File: src/sfrb_defs.svh
// Constants for the serial flash reset and busy timing block
`ifndef SFRB_DEFS_SVH
`define SFRB_DEFS_SVH
// ----------------------------------------------------------------------
// Clock and pulse width
// ----------------------------------------------------------------------
`define SFRB_CLK_MHZ              250
`define SFRB_RESET_PULSE_MIN_US   10
`define SFRB_RESET_PULSE_CYC      (`SFRB_RESET_PULSE_MIN_US * `SFRB_CLK_MHZ)
// ----------------------------------------------------------------------
// Recovery waits (host side; kept for reference)
// ----------------------------------------------------------------------
`define SFRB_RECOV_READ_NS        200
`define SFRB_RECOV_PROG_US        20
`define SFRB_RECOV_ERASE_MS       20
`define SFRB_POWERUP_SELECT_US    300
// ----------------------------------------------------------------------
// Busy times, maximum, in their own units
// ----------------------------------------------------------------------
`define SFRB_SWC_MAX_MS           100
`define SFRB_TPP_MAX_MS           5
`define SFRB_TBP_MAX_US           300
`define SFRB_TSE_MAX_MS           300
`define SFRB_TBE32_MAX_S          2
`define SFRB_TBE64_MAX_S          2
`define SFRB_TCE_MAX_S            200
`define SFRB_TWPS_MAX_MS          1
`define SFRB_TWSR_MAX_MS          1
// Typical busy times
`define SFRB_SWC_TYP_MS           40
`define SFRB_TPP_TYP_US           1400
`define SFRB_TBP_TYP_US           9
`define SFRB_TSE_TYP_MS           60
`define SFRB_TBE32_TYP_MS         500
`define SFRB_TBE64_TYP_MS         700
`define SFRB_TCE_TYP_S            80
`define SFRB_TWPS_TYP_US          500
`define SFRB_TWSR_TYP_US          500
// ----------------------------------------------------------------------
// Delivery and reset values
// ----------------------------------------------------------------------
`define SFRB_ARRAY_ERASED         8'hFF
`define SFRB_STATUS_RST           8'h00
`define SFRB_STATUS_BUSY_BIT      0
`define SFRB_STATUS_LATCH_BIT     1
`endif

File: src/sfrb_pkg.sv
// Types for the serial flash reset and busy timing block
package sfrb_pkg;
   // Timed operation kinds
   typedef enum logic [3:0] {
      SFRB_OP_NONE,
      SFRB_OP_STATUS_WRITE,
      SFRB_OP_PAGE_PROG,
      SFRB_OP_BYTE_PROG,
      SFRB_OP_SECTOR_ERASE,
      SFRB_OP_BLOCK32_ERASE,
      SFRB_OP_BLOCK64_ERASE,
      SFRB_OP_CHIP_ERASE,
      SFRB_OP_PROT_SELECT,
      SFRB_OP_SECURITY_WRITE
   } sfrb_op_t;
   // What the reset interrupted
   typedef enum logic [2:0] {
      SFRB_INT_NONE,
      SFRB_INT_READ,
      SFRB_INT_PROGRAM,
      SFRB_INT_ERASE,
      SFRB_INT_STATUS_WRITE
   } sfrb_intr_t;
endpackage

File: src/sfrb_sync.sv
// Two flop synchroniser for asynchronous pins
`timescale 1ns/1ps
module sfrb_sync #(
   parameter int WIDTH = 1,
   parameter logic [WIDTH-1:0] INIT = '0
) (
   // Clock and reset
   input  wire logic             ref_clk,
   input  wire logic             rst,
   // Data
   input  wire logic [WIDTH-1:0] d,
   output logic      [WIDTH-1:0] q
);
   logic [WIDTH-1:0] meta_r;

   // First stage feeds only the second
   always_ff @(posedge ref_clk) begin
      if (rst) begin
         meta_r <= INIT;
         q      <= INIT;
      end else begin
         meta_r <= d;
         q      <= meta_r;
      end
   end
endmodule

File: src/sfrb_core.sv
// Reset pin handling and operation busy timer of a serial flash
`timescale 1ns/1ps
`include "sfrb_defs.svh"

// Function
// [RQ1] Reset low ten microseconds forces full reset
// [RQ2] After reset: standby, volatile bits cleared
// [RQ3] Reset aborts running program or erase
// [RQ4] Data output high impedance during reset
// [RQ5] Host waits 200 ns after read
// [RQ6] Host waits 20 us after program; host model waits RCV_PROG, 100 cycles (400 ns)
// [RQ7] Host waits 20 ms after erase; host model waits RCV_ERASE, 200 cycles (800 ns)
// [RQ8] Host waits status write cycle time
// [RQ9] Delivered array FFh, status 00h
// [RQ10] Host selects 300 us after power-up; host model waits PWR_CYC, 75 cycles (300 ns)
// [RQ11] Status write busy 40 typ, 100 ms
// [RQ12] Page program 1.4 ms typ, 5 max
// [RQ13] Byte program 9 us typ, 300 max
// [RQ14] Sector erase 60 ms typ, 300 max
// [RQ15] 32KB erase 0.5 s typ, 2 max
// [RQ16] 64KB erase 0.7 s typ, 2 max
// [RQ17] Chip erase 80 s typ, 200 max
// [RQ18] Protection selection at most 1 ms
// [RQ19] Security register write at most 1 ms
// [RQ20] Host clock limit by dummy cycles
// [RQ21] Write in progress held during timed operations
module sfrb_core
   import sfrb_pkg::*;
#(
   parameter int CLK_MHZ      = `SFRB_CLK_MHZ,
   parameter int RST_PULSE_CYC = `SFRB_RESET_PULSE_CYC,
   // Typical busy figures in cycles; overridable to shorten simulation
   parameter longint SWC_CYC   = longint'(`SFRB_SWC_TYP_MS) * 1000 * CLK_MHZ,
   parameter longint TPP_CYC   = longint'(`SFRB_TPP_TYP_US) * CLK_MHZ,
   parameter longint TBP_CYC   = longint'(`SFRB_TBP_TYP_US) * CLK_MHZ,
   parameter longint TSE_CYC   = longint'(`SFRB_TSE_TYP_MS) * 1000 * CLK_MHZ,
   parameter longint TBE32_CYC = longint'(`SFRB_TBE32_TYP_MS) * 1000 * CLK_MHZ,
   parameter longint TBE64_CYC = longint'(`SFRB_TBE64_TYP_MS) * 1000 * CLK_MHZ,
   parameter longint TCE_CYC   = longint'(`SFRB_TCE_TYP_S) * 1000000 * CLK_MHZ,
   parameter longint TWPS_CYC  = longint'(`SFRB_TWPS_TYP_US) * CLK_MHZ,
   parameter longint TWSR_CYC  = longint'(`SFRB_TWSR_TYP_US) * CLK_MHZ
) (
   // Clock and reset
   input  wire logic             ref_clk,
   input  wire logic             rst,
   // Flash reset pin, active low, asynchronous
   input  wire logic             flash_reset_n,
   // Operation start from command decoder
   input  wire logic             op_start,
   input  wire sfrb_pkg::sfrb_op_t op_kind,
   input  wire logic             read_active,
   input  wire logic             latch_set,
   input  wire logic             latch_clear,
   // Serial data output from shifter
   input  wire logic             so_data,
   input  wire logic             so_drive,
   // Pin side
   output logic                  so_out,
   output logic                  so_oe,
   // Status and state
   output logic                  write_in_progress,
   output logic                  write_enable_latch,
   output logic                  lock_bit,
   output logic                  in_reset,
   output logic                  op_done,
   output logic                  op_aborted,
   output sfrb_pkg::sfrb_intr_t  interrupted
);
   import sfrb_pkg::*;

   // Status byte as delivered; bits picked by position
   localparam logic [7:0] STATUS_RST = `SFRB_STATUS_RST;

   // ------------------------------------------------------------------
   // Pin synchroniser
   // ------------------------------------------------------------------
   logic rst_pin_n_s;

   sfrb_sync #(.WIDTH(1), .INIT(1'b1)) u_sync (
      .ref_clk (ref_clk),
      .rst     (rst),
      .d       (flash_reset_n),
      .q       (rst_pin_n_s)
   );

   // ------------------------------------------------------------------
   // Reset pulse width measure
   // ------------------------------------------------------------------
   logic [31:0] low_cnt_r;
   logic        low_full;
   logic        pin_low;

   assign pin_low  = !rst_pin_n_s;
   assign low_full = (low_cnt_r >= 32'(RST_PULSE_CYC - 1));

   // Saturating count of consecutive low cycles
   always_ff @(posedge ref_clk) begin
      if (rst || !pin_low) begin
         low_cnt_r <= 32'h0000_0000;
      end else if (!low_full) begin
         low_cnt_r <= low_cnt_r + 32'h0000_0001;
      end
   end

   // ------------------------------------------------------------------
   // Busy duration select
   // ------------------------------------------------------------------
   function automatic logic [47:0] op_cycles(input sfrb_op_t k);
      case (k)
         SFRB_OP_STATUS_WRITE:   op_cycles = 48'(SWC_CYC);   // [RQ11] status write time
         SFRB_OP_PAGE_PROG:      op_cycles = 48'(TPP_CYC);   // [RQ12] page program time
         SFRB_OP_BYTE_PROG:      op_cycles = 48'(TBP_CYC);   // [RQ13] byte program time
         SFRB_OP_SECTOR_ERASE:   op_cycles = 48'(TSE_CYC);   // [RQ14] sector erase time
         SFRB_OP_BLOCK32_ERASE:  op_cycles = 48'(TBE32_CYC); // [RQ15] 32KB erase time
         SFRB_OP_BLOCK64_ERASE:  op_cycles = 48'(TBE64_CYC); // [RQ16] 64KB erase time
         SFRB_OP_CHIP_ERASE:     op_cycles = 48'(TCE_CYC);   // [RQ17] chip erase time
         SFRB_OP_PROT_SELECT:    op_cycles = 48'(TWPS_CYC);  // [RQ18] protection select time
         SFRB_OP_SECURITY_WRITE: op_cycles = 48'(TWSR_CYC);  // [RQ19] security write time
         default:                op_cycles = 48'h0000_0000_0001;
      endcase
   endfunction

   // Map an operation to its interruption class
   function automatic sfrb_intr_t op_class(input sfrb_op_t k);
      case (k)
         SFRB_OP_STATUS_WRITE:                           op_class = SFRB_INT_STATUS_WRITE;
         SFRB_OP_SECTOR_ERASE, SFRB_OP_BLOCK32_ERASE,
         SFRB_OP_BLOCK64_ERASE, SFRB_OP_CHIP_ERASE:      op_class = SFRB_INT_ERASE;
         SFRB_OP_NONE:                                   op_class = SFRB_INT_NONE;
         default:                                        op_class = SFRB_INT_PROGRAM;
      endcase
   endfunction

   // ------------------------------------------------------------------
   // Operation state machine
   // ------------------------------------------------------------------
   typedef enum logic [1:0] {ST_STANDBY, ST_BUSY, ST_RESET} sfrb_state_t;

   sfrb_state_t state_r, state_nxt;
   logic [47:0] busy_cnt_r;
   sfrb_op_t    cur_op_r;
   logic        busy_last;
   logic        start_ok;
   logic        full_reset;

   assign busy_last  = (busy_cnt_r <= 48'h0000_0000_0001);
   assign start_ok   = (state_r == ST_STANDBY) && op_start && (op_kind != SFRB_OP_NONE);
   // A long enough low pulse takes the whole device to reset
   assign full_reset = pin_low && low_full;

   // Next state decode
   always_comb begin
      state_nxt = state_r;
      case (state_r)
         ST_STANDBY: if (start_ok) state_nxt = ST_BUSY;
         ST_BUSY:    if (busy_last) state_nxt = ST_STANDBY;
         ST_RESET:   if (!pin_low) state_nxt = ST_STANDBY;
         default:    state_nxt = ST_STANDBY;
      endcase
      // [RQ1] full reset entry
      if (full_reset) state_nxt = ST_RESET;
   end

   // State, busy counter and interrupted class
   always_ff @(posedge ref_clk) begin
      if (rst) begin
         state_r     <= ST_STANDBY;
         busy_cnt_r  <= 48'h0000_0000_0000;
         cur_op_r    <= SFRB_OP_NONE;
         interrupted <= SFRB_INT_NONE;
      end else begin
         state_r <= state_nxt;
         if (full_reset) begin
            // [RQ3] abort running operation
            busy_cnt_r <= 48'h0000_0000_0000;
            cur_op_r   <= SFRB_OP_NONE;
            if (state_r == ST_BUSY) begin
               interrupted <= op_class(cur_op_r);
            end else if (state_r == ST_STANDBY) begin
               interrupted <= read_active ? SFRB_INT_READ : SFRB_INT_NONE;
            end
         end else if (start_ok) begin
            busy_cnt_r  <= op_cycles(op_kind);
            cur_op_r    <= op_kind;
            interrupted <= SFRB_INT_NONE;
         end else if (state_r == ST_BUSY) begin
            busy_cnt_r <= busy_cnt_r - 48'h0000_0000_0001;
         end
      end
   end

   // ------------------------------------------------------------------
   // Volatile status bits and pin outputs
   // ------------------------------------------------------------------
   always_ff @(posedge ref_clk) begin
      if (rst) begin
         // [RQ9] status register delivered as zero
         write_in_progress  <= STATUS_RST[`SFRB_STATUS_BUSY_BIT];
         write_enable_latch <= STATUS_RST[`SFRB_STATUS_LATCH_BIT];
         lock_bit           <= 1'b0;
         in_reset           <= 1'b0;
         op_done            <= 1'b0;
         op_aborted         <= 1'b0;
         so_out             <= 1'b0;
         so_oe              <= 1'b0;
      end else begin
         in_reset   <= (state_nxt == ST_RESET);
         op_done    <= (state_r == ST_BUSY) && busy_last && !full_reset;
         op_aborted <= full_reset && (state_r == ST_BUSY);
         if (full_reset || state_r == ST_RESET) begin
            // [RQ2] volatile bits to power-on default
            write_in_progress  <= 1'b0;
            write_enable_latch <= 1'b0;
            lock_bit           <= 1'b0;
         end else begin
            // [RQ21] busy flag spans the operation
            write_in_progress <= (state_nxt == ST_BUSY);
            // Completion of a write clears the latch; set wins
            if (latch_set) begin
               write_enable_latch <= 1'b1;
            end else if (latch_clear || op_done) begin
               write_enable_latch <= 1'b0;
            end
         end
         // [RQ4] output floats while reset is held
         so_oe  <= so_drive && !pin_low && (state_nxt != ST_RESET);
         so_out <= so_data;
      end
   end
endmodule

File: config.mk
export PLATFORM = sky130hd
export DESIGN_NAME = sfrb_core
export DESIGN_NICKNAME = d
export VERILOG_FILES = /design/src/sfrb_pkg.sv /design/src/sfrb_sync.sv /design/src/sfrb_core.sv
export VERILOG_INCLUDE_DIRS = /design/src
export SDC_FILE = /design/constraint.sdc
export NUM_CORES = 1
export LEC_CHECK = 0
export BUFFER_PORTS_ARGS = -buffer_cell sky130_fd_sc_hd__buf_2
export CAP_MARGIN = 5
export CELL_PAD_IN_SITES_DETAIL_PLACEMENT = 1
export CELL_PAD_IN_SITES_GLOBAL_PLACEMENT = 1
export CORE_ASPECT_RATIO = 1.1
export CORE_MARGIN = 2
export CORE_UTILIZATION = 40
export DETAILED_ROUTE_END_ITERATION = 16
export PLACE_DENSITY = 0.68
export SLEW_MARGIN = 20
export SYNTH_ARGS = -nofsm -noshare
export SYNTH_HDL_FRONTEND = slang
export SYNTH_SLANG_ARGS = --single-unit
File: constraint.sdc
create_clock -name ref_clk -period 4.3 [get_ports ref_clk]
set_input_delay 0 -clock ref_clk [delete_from_list [all_inputs] [get_ports ref_clk]]
set_output_delay 0 -clock ref_clk [all_outputs]
set_load 0.01 [all_outputs]
== Word-level counts from Yosys, hierarchy flattened ==
Memory sizes are Yosys's and may differ from the RTL's.
Index checks and enable logic that the tools add are counted.

* Register bits: 98
* ROM bits: 480
* Bits of input ports: 13
* Output and inout port bits: 11
* Logic and storage cells: 68
* Memories kept: 1

* $add $sub $neg: 2
* Magnitude comparators: 2
* Equal/unequal tests: 11
* Mux-type cells: 15
* Reductions and logical operators: 23

{| class="wikitable"
|+ Memory list
! name !! depth !! width !! read ports !! clocked after Yosys merged registers in !! wr ports !! line !! RTL
|-
| (name not given) || 16 || 30 || 1 || 0 || 0 || sfrb_core.sv:109 || <nowiki>case (k)</nowiki>
|}

{| class="wikitable"
|+ Operators by type and width
! operator !! count
|-
| two-way mux 48 bit || 2
|-
| less-or-equal comparator 48 x 1 -> 1 bit, second input constant || 1
|-
| subtractor 48 x 1 -> 48 bit, second input constant || 1
|-
| adder 32 x 1 -> 32 bit, second input constant || 1
|-
| >= comparator 32 x 12 -> 1 bit, second input constant || 1
|-
| == test 4 x 3 -> 1 bit, second input constant || 4
|-
| two-way mux 3 bit || 4
|-
| one-hot mux 3 bit (3 select lines) || 1
|-
| logical AND 1 bit || 8
|-
| two-way mux 2 bit || 4
|-
| one-hot mux 2 bit (3 select lines) || 1
|-
| nonzero test 2 bit || 3
|-
| == test 2 x 1 -> 1 bit, second input constant || 2
|-
| == test 2 bit, second input constant || 2
|-
| == test 4 x 1 -> 1 bit, second input constant || 1
|-
| logical NOT 4 bit || 1
|-
| nonzero test 4 bit || 1
|-
| OR reduction 2 bit || 2
|-
| OR reduction 4 bit || 1
|-
| logical OR 1 bit || 3
|-
| two-way mux 1 bit || 3
|-
| inequality test 3 x 1 -> 1 bit, second input constant || 1
|-
| logical NOT 1 bit || 2
|-
| logical NOT 2 bit || 1
|-
| other kinds (2) || 2
|}

== Logic depth before layout (Yosys ltp) ==
Gate-level depths: netlist (run 1).

* Word-level depth: 8
* Gate-level depth with buffers: 9
* Depth with buffers taken out: 7

== Modules after synthesis ==
A second synthesis (run 1) with hierarchy kept.

* Cell total of the unflattened synthesis: 588
* Area, all modules: 4887.2 um^2

{| class="wikitable"
|+ By module, submodules not included
! module !! times used !! cells each !! area an instance (um^2) !! seq. area each (um^2)
|-
| sfrb_core || 1 || 584 || 4834.6 || 1921.8
|-
| sfrb_sync || 1 || 4 || 52.6 || 40.0
|}

== Worst setup path after synthesis (run 1) ==
OpenSTA, ideal clock, no wires.

* Path kind: reg-to-reg
* Start: register busy_cnt_r[0]
* End: register busy_cnt_r[14]
* Library setup time: 0.134 ns
* Arrival: 2.238 ns
* Required time: 4.166 ns
* Setup slack: 1.928 ns
* Cell stages (with the launch flop): 9
* Buffers on the path: 1
* Period minus slack after synthesis: 2.372 ns
* Cells stage by stage: dfxtp_1 -> inv_1 -> ha_1 -> or3b_1 -> or4_1 -> clkbuf_1 -> or4_1 -> a21oi_1 -> a211oi_1

* Longest elaborated chain between the ends: 3

{| class="wikitable"
|+ Ends and longest elaborated chain
! item !! line !! RTL
|-
| start, declared || sfrb_core.sv:140 || <nowiki>logic [47:0] busy_cnt_r;</nowiki>
|-
| start signal, assigned || sfrb_core.sv:183 || <nowiki>busy_cnt_r <= op_cycles(op_kind);</nowiki>
|-
| start signal, assigned || sfrb_core.sv:187 || <nowiki>busy_cnt_r <= busy_cnt_r - 48'h0000_0000_0001;</nowiki>
|-
| subtractor 48 x 1 -> 48 bit || sfrb_core.sv:187 ||
|-
| two-way mux 48 bit || sfrb_core.sv:186 || <nowiki>end else if (state_r == ST_BUSY) begin</nowiki>
|-
| two-way mux 48 bit || sfrb_core.sv:182 || <nowiki>end else if (start_ok) begin</nowiki>
|}

Every way passes these cells. The select of a mux whose other input is x is not followed.
A chain may end at the register's enable or synchronous reset.

== Final worst setup path (run 1) ==
* Start: register busy_cnt_r[9]
* End: register busy_cnt_r[36]

The elaborated chain is that of the path after synthesis.

==> results of run 1 <==
## power groups by stage
stage          logic, W  registers (W)  clock network, W
4_1_cts        0.000543        0.00101          0.000814
2_1_floorplan  0.000405        0.00101                 0
3_3_place_gp   0.000516        0.00103                 0
5_1_grt        0.000606        0.00102          0.000850
6_report       0.000543        0.00101          0.000788
3_5_place_dp   0.000533        0.00103                 0
## layout by cell type (no fill, tap or decap), types with 4 or more instances in the layout
cell type and n:
a31oi_1 7, inv_1 18, nand2_1 33, and2_1 24, a211oi_1 9, buf_4 8
o31ai_1 13, nor3_1 18, nand2b_1 9, nor4_1 23, nor3b_1 6, xnor2_1 7
nand4_1 13, ha_1 11, a21o_1 7, a21oi_1 49, xor2_1 5, dfxtp_1 98
buf_2 22, o21ai_0 25, or3_1 13, nor4b_1 5, nor2b_1 5, dlygate4sd3_1 10
o211ai_1 8, nand3_1 16, mux2i_1 4, clkbuf_16 9, or4_1 23, nor2_1 44
## worst max path at each step
stage / to / startpoint / cells past startpoint / slack (ns)
finish: busy_cnt_r[36] / busy_cnt_r[9] / 5 / 1.29
global placement: state_r[0] / low_cnt_r[23] / 6 / 1.31
CTS: cur_op_r[2] / low_cnt_r[23] / 6 / 1.17
floorplan: busy_cnt_r[14] / busy_cnt_r[0] / 8 / 1.93
detailed placement: state_r[0] / low_cnt_r[23] / 6 / 1.18
global route: busy_cnt_r[43] / low_cnt_r[23] / 5 / 0.99
## worst max-delay path, delay by kind of cell (launching register included)
family,cells,cell delay (ns)
AND/OR/NAND/NOR,4,2.40
flip-flops,1,0.38
AO/OA/AOI/OAI,1,0.14
## per-stage QoR
stage	utilization	total power (W)	setup WS, ns
floorplan	-	0.00141	1.93
global placement	0.427	0.00154	1.31
detailed placement	0.427	0.00156	1.18
CTS	0.459	0.00237	1.17
global route	0.460	0.00247	0.994
finish	0.460	0.00234	1.29
## cells by family (layout without fill, tap and decap cells)
group / Yosys count / after routing / share of synthesized area
adder cells (fa/ha/maj): 11 / 11 / 0.0279
flip-flops: 98 / 98 / 0.398
AND/OR/NAND/NOR: 256 / 256 / 0.302
buffers and inverters: 55 / 74 / 0.0434
XOR/XNOR: 12 / 12 / 0.0213
AO/OA/AOI/OAI: 148 / 148 / 0.194
other: 1 / 1 / 0.000761
multiplexers: 6 / 6 / 0.0127
## per-layer routing
metal | up-vias | GRT usage
li1 | 2210 | -
met1 | 2214 | 0.299
met2 | 60 | 0.370
met3 | 15 | 0.0420
met4 | 0 | 0.0657
met5 | - | 0
## final cells by class
| type | instances | area (µm²) | area share |
|---|---|---|---|
| inverters | 18 | 67.6 | 0.0122 |
| multi-input cells | 434 | 2760 | 0.498 |
| repair buffers | 40 | 270 | 0.0488 |
| clock inverters | 6 | 46.3 | 0.00837 |
| well taps | 154 | 193 | 0.0348 |
| clock buffers | 10 | 239 | 0.0432 |
| flip-flops and latches | 98 | 1960 | 0.355 |
## synth_stat cells (all sizes together), types with 6 or more instances
| library cell | n | share of area |
|---|---|---|
| o31ai | 13 | 0.020 |
| inv | 18 | 0.014 |
| nand4 | 14 | 0.019 |
| nand3 | 16 | 0.016 |
| a31oi | 7 | 0.0089 |
| ha | 11 | 0.028 |
| o211ai | 8 | 0.012 |
| o21ai | 26 | 0.026 |
| a21oi | 49 | 0.050 |
| or3 | 13 | 0.017 |
| dfxtp | 98 | 0.40 |
| xnor2 | 7 | 0.012 |
| a21o | 7 | 0.011 |
| nor2 | 45 | 0.034 |
| nor4 | 26 | 0.042 |
| nand2 | 34 | 0.026 |
| clkbuf | 32 | 0.024 |
| nor3 | 18 | 0.018 |
| nand2b | 9 | 0.011 |
| and2 | 24 | 0.030 |
| a211oi | 9 | 0.014 |
| nor3b | 6 | 0.0091 |
| or4 | 23 | 0.035 |
## flip-flops by register name, indices dropped and copies added, names as in the netlist
| name | cells |
|---|---|
| busy_cnt_r | 48 |
| low_cnt_r | 32 |
| cur_op_r | 4 |
| interrupted | 3 |
| state_r | 2 |
| in_reset | 1 |
| op_aborted | 1 |
| op_done | 1 |
| so_oe | 1 |
| so_out | 1 |
| u_sync.meta_r | 1 |
| u_sync.q | 1 |
| write_enable_latch | 1 |
| write_in_progress | 1 |
==> run_results.csv, run 1 <==
group,metric,value,unit
status,outcome,"complete, no violations",
logic_synthesis,syn-num-nets,611,
route,topRoutingLayerUsed,"met4",
logic_synthesis,synthFlopType,"dfxtp_1",
setup_path,timing.critical_path.mode_cell,"or4_1",
place,port-buffer-count,22,
cts,clock_path_buffers,2,
setup_path,end_kind,"flop",
setup_path,slowest_delay,0.72,ns
cts,clk_latency,0.36,ns
timing,max_freq,332,MHz
setup_path,arrival,3.28,ns
setup_path,path_cells,"or4_1 > nor4_4 > nand3_1 > or4_1 > a21oi_1",
die,core_area,0.0120,mm²
setup_path,worstPathRequired,4.57,ns
timing,fin_skew,0.00803,ns
power_and_ir_drop,p_comb_frac,0.232,
timing,finalSetupViolCount,0,
logic_synthesis,ys_ff_latch,98,
route,wirelength,14100,µm
hold_path,min-delay-path-class,"primary input to flop",
route,wl_met1,6500,µm
logic_synthesis,async_flop_share,0,
power_and_ir_drop,p_switching,0.000783,W
setup_path,cpMaxStageDelayCell,"or4_1",
cells_and_area,final_cell_area,0.00553,mm²
cells_and_area,final_nets,625,
cells_and_area,nFillCells,1408,
global_route,grt_usage,0.225,
power_and_ir_drop,seq_power_share,0.431,
global_route,grt_pass1_vias,4550,
power_and_ir_drop,power_density,423,mW/mm²
hold_path,min_from,"op_kind[3]",
route,via_per_inst,5.92,
place,place_area,0.00514,mm²
die,start_util,0.409,
setup_path,crit_type,"flop to flop",
power_and_ir_drop,pwr-share-clk,0.337,
cts,postCtsHoldBufs,10,
setup_path,start_kind,"flop",
hold_path,hold-path-cell-count,3,
global_route,antenna_found_initial,0,
setup_path,r2r-end,"busy_cnt_r[36]",
logic_synthesis,syn_inst,587,
place,dp_cells,734,
die,ios,24,
power_and_ir_drop,vdd_drop_max,0.206,mV
timing,fin_crit_sh,0.701,
place,dpl.hpwl,9810,µm
route,drtPass1Iterations,4,
logic_synthesis,synth-edff-count,0,
route,drc,0,
cells_and_area,layout-drive-gt1-share,0.101,
route,drt_iter0_drc,165,
power_and_ir_drop,p_leak,2.12,nW
cts,cts.root.buffer_cell,"clkbuf_16",
cts,cts.clk_slew.worst_paths,0.07,ns
timing,worst_slew_pin_slew,0.923,ns
cts,cts_made_buffers,9,
timing,rsz0062_at_grt,"false",
logic_synthesis,ys_warn_count,0,
global_route,grt_max_degree,30,
logic_synthesis,synth_area_per_cell,8.39,µm²
timing,min_period,3.01,ns
route,wl_per_cell,18.5,µm
die,die_h,120,µm
logic_synthesis,synth_area,0.00493,mm²
logic_synthesis,synth_cell_types,59,
timing,finalSetupTns,0,ns
route,ant_nets,0,
setup_path,ff2ff_setup_slack,1.29,ns
setup_path,r2r_cells,5,
timing,hold_viol,0,
route,dr_wl_met2,6810,µm
cells_and_area,n_antenna_cell,0,
timing,slew-limit-headroom,0.376,
setup_path,path_max_fanout,11,
hold_path,min_to,"cur_op_r[3]",
cells_and_area,syn_to_final_growth,12.3,%
route,via_count,4499,
cts,cts_sinks,98,
cts,cts_tree,"yes",
route,met3WireLength,550,µm
timing,maxSlewViolCount,0,
timing,whs,0.170,ns
logic_synthesis,yosysSeqAreaShare,0.398,
cells_and_area,stdcell_count,760,
die,dieWidth,110,µm
power_and_ir_drop,p_int,0.00156,W
place,gp_congestion,0.796,
power_and_ir_drop,p_sw_frac,0.335,
cts,cts_resized,0,
global_route,grt_pass1_wl,23300,µm
global_route,overflow,0,
cts,htreeDepth,3,
die,num_rows,42,
setup_path,r2r-start,"busy_cnt_r[9]",
flow_run,maxCapViolCount,0,
cts,postCtsSetupBuffers,0,
die,die-area,0.0132,mm²
No activity file was read; power rests on OpenSTA's default activity.
==> inputs of run 2 (changes only) <==
- clock period: 4.3 -> 3 ns (I/O delays scaled with it)
==> run 2 against run 1 <==
  * Count of clock-buffer cells in the layout unchanged
  * Clock skew decreased by 0.0015 ns
  * Largest cell class unchanged
  * Sequential share of layout area decreased by 0.64 points
  * Critical endpoint unchanged
  * Worst hold slack improved by 0.0031 ns
  * Flip-flop and latch count unchanged
==> run_results.csv, run 2 (synthesized netlist as in run 1, its figures left out) <==
group,metric,value,unit
cells_and_area,largest_reg_flops,48,
timing,maxSlewViolCount,0,
hold_path,min-delay-path-class,"primary input to flop",
place,dp_cells,745,
route,drc,0,
cts,cts.clk_slew.worst_paths,0.07,ns
cells_and_area,layout-drive-gt1-share,0.115,
route,via_count,4570,
timing,fin_skew,0.00650,ns
setup_path,end_kind,"flop",
setup_path,path_buf_inv,3,
cells_and_area,final_nets,636,
setup_path,path_cells,"dlygate4sd3_1 > buf_2 > inv_1 > ha_1 > nor4b_2 > nor3_1 > nand3_1 > or4_1 > a21oi_1",
cts,cts_made_buffers,9,
timing,min_period,2.70,ns
route,wirelength,14400,µm
timing,finalSetupTns,0,ns
timing,worst_slew_pin_slew,0.850,ns
timing,fin_crit_sh,0.901,
die,core_area,0.0120,mm²
route,wl_per_cell,18.6,µm
place,gp_congestion,0.895,
cts,cts_tree,"yes",
power_and_ir_drop,p_sw_frac,0.329,
hold_path,hold-path-cell-count,3,
global_route,grt_max_degree,27,
cts,cts_sinks,98,
setup_path,crit_type,"primary input to flop",
global_route,grt_usage,0.233,
route,ant_nets,0,
die,num_rows,42,
cells_and_area,stdcell_count,771,
power_and_ir_drop,p_comb_frac,0.237,
route,met3WireLength,639,µm
flow_run,maxCapViolCount,0,
route,drt_iter0_drc,243,
setup_path,worstPathRequired,3.29,ns
cells_and_area,final_common_cell,"dfxtp_1",
setup_path,arrival,2.99,ns
timing,hold_viol,0,
power_and_ir_drop,p_leak,2.18,nW
global_route,grt_pass1_vias,4663,
cells_and_area,layout_common_cells,"98 x dfxtp_1, 49 x a21oi_1, 44 x nor2_1",
timing,max_freq,370,MHz
timing,slew-limit-headroom,0.427,
timing,rsz0062_at_grt,"false",
power_and_ir_drop,p_switching,0.00114,W
power_and_ir_drop,pwr-share-clk,0.346,
route,via_per_inst,5.93,
die,die-area,0.0132,mm²
place,port-buffer-count,22,
global_route,overflow,0,
cells_and_area,max_flop_register,"busy_cnt_r",
cts,htreeDepth,3,
cells_and_area,syn_to_final_growth,14.4,%
status,outcome,"complete, no violations",
route,wl_met1,6660,µm
setup_path,r2r_cells,5,
setup_path,critical-path-top-delay-family,"simple AND/OR/NAND/NOR gates",
cts,clk_latency,0.35,ns
setup_path,start_kind,"primary input",
timing,whs,0.173,ns
die,die_h,120,µm
global_route,grt_pass1_wl,24100,µm
cts,clock_path_buffers,2,
power_and_ir_drop,vdd_drop_max,0.269,mV
global_route,antenna_found_initial,0,
die,start_util,0.409,
place,dpl.hpwl,10300,µm
setup_path,slowest_delay,0.57,ns
power_and_ir_drop,power_density,616,mW/mm²
cells_and_area,largest_registers,"busy_cnt_r (48), low_cnt_r (32), cur_op_r (4)",
die,dieWidth,110,µm
die,ios,24,
power_and_ir_drop,seq_power_share,0.417,
route,drtPass1Iterations,4,
setup_path,worstSetupPathDepth,9,
timing,finalSetupViolCount,0,
setup_path,cpMaxStageDelayCell,"or4_1",
cells_and_area,n_antenna_cell,0,
cts,cts.root.buffer_cell,"clkbuf_16",
route,dr_wl_met2,6890,µm
route,topRoutingLayerUsed,"met4",
power_and_ir_drop,p_int,0.00233,W
setup_path,path_max_fanout,11,
run 2: cell types whose count changed in the layout (fill, tap and decap cells not counted):
cell       change
nor4b_1        -1
nand2_2        -1
clkbuf_1       +1
clkinv_2       -1
buf_4         +11
nand2_1        +1
nor4b_2        +1
clkbuf_8       -1
bufinv_16      +1
run 2: power by group through the flow:
stage / Combinational (W) / Clock (W) / Sequential, W
after floorplan: 0.000581 / 0 / 0.00145
after global placement: 0.000782 / 0 / 0.00147
after detailed placement: 0.000803 / 0 / 0.00147
after CTS: 0.000820 / 0.00123 / 0.00144
after global routing: 0.000910 / 0.00128 / 0.00146
final: 0.000823 / 0.00120 / 0.00145
run 2: routing by layer:
metal / up-vias / global-route usage
met3: 11 / 0.0415
met2: 72 / 0.367
met5: - / 0
met4: 0 / 0.0617
li1: 2232 / -
met1: 2255 / 0.327
run 2: cell type report:
cell class	count	area (µm²)
clock inverter	6	71.3
fill	1433	6400
sequential	98	1960
multi-input combinational	434	2760
clock buffer	10	229
tap	154	193
inverter	18	67.6
timing repair buffer	51	353
run 2: final timing paths:
check,from,to,slack [ns]
worst min-delay path,op_kind[3],cur_op_r[3],0.17
worst max register to register,busy_cnt_r[28],busy_cnt_r[41],0.40
worst max-delay path,op_kind[0],busy_cnt_r[36],0.30
worst min register to register,u_sync.meta_r,u_sync.q,0.43
run 2: stage by stage:
step / worst slack (ns) / util / instance area, µm² / power [W]
6_report: 0.297 / 0.468 / 5630 / 0.00347
5_1_grt: 0.0548 / 0.468 / 5630 / 0.00365
3_5_place_dp: 0.409 / 0.434 / 5230 / 0.00228
2_1_floorplan: 0.628 / - / 4930 / 0.00203
3_3_place_gp: 0.526 / 0.434 / 5230 / 0.00225
4_1_cts: 0.317 / 0.467 / 5630 / 0.00349
run 2: worst reg2reg max path, delay by kind of cell, from the launching register on:
| family | cells | cell delay (ns) |
|---|---|---|
| AO/OA/AOI/OAI | 1 | 0.14 |
| AND/OR/NAND/NOR | 4 | 2.04 |
| flip-flops | 1 | 0.35 |
run 2: timing repair:
| item | in CTS | in global routing |
|---|---|---|
| setup buffers | 0 | 0 |
| hold buffers | 10 | 0 |
| hold endpoints to repair | 8 | 0 |
| gates resized for setup | 0 | 1 |
| endpoints found under the setup margin | 0 | 1 |
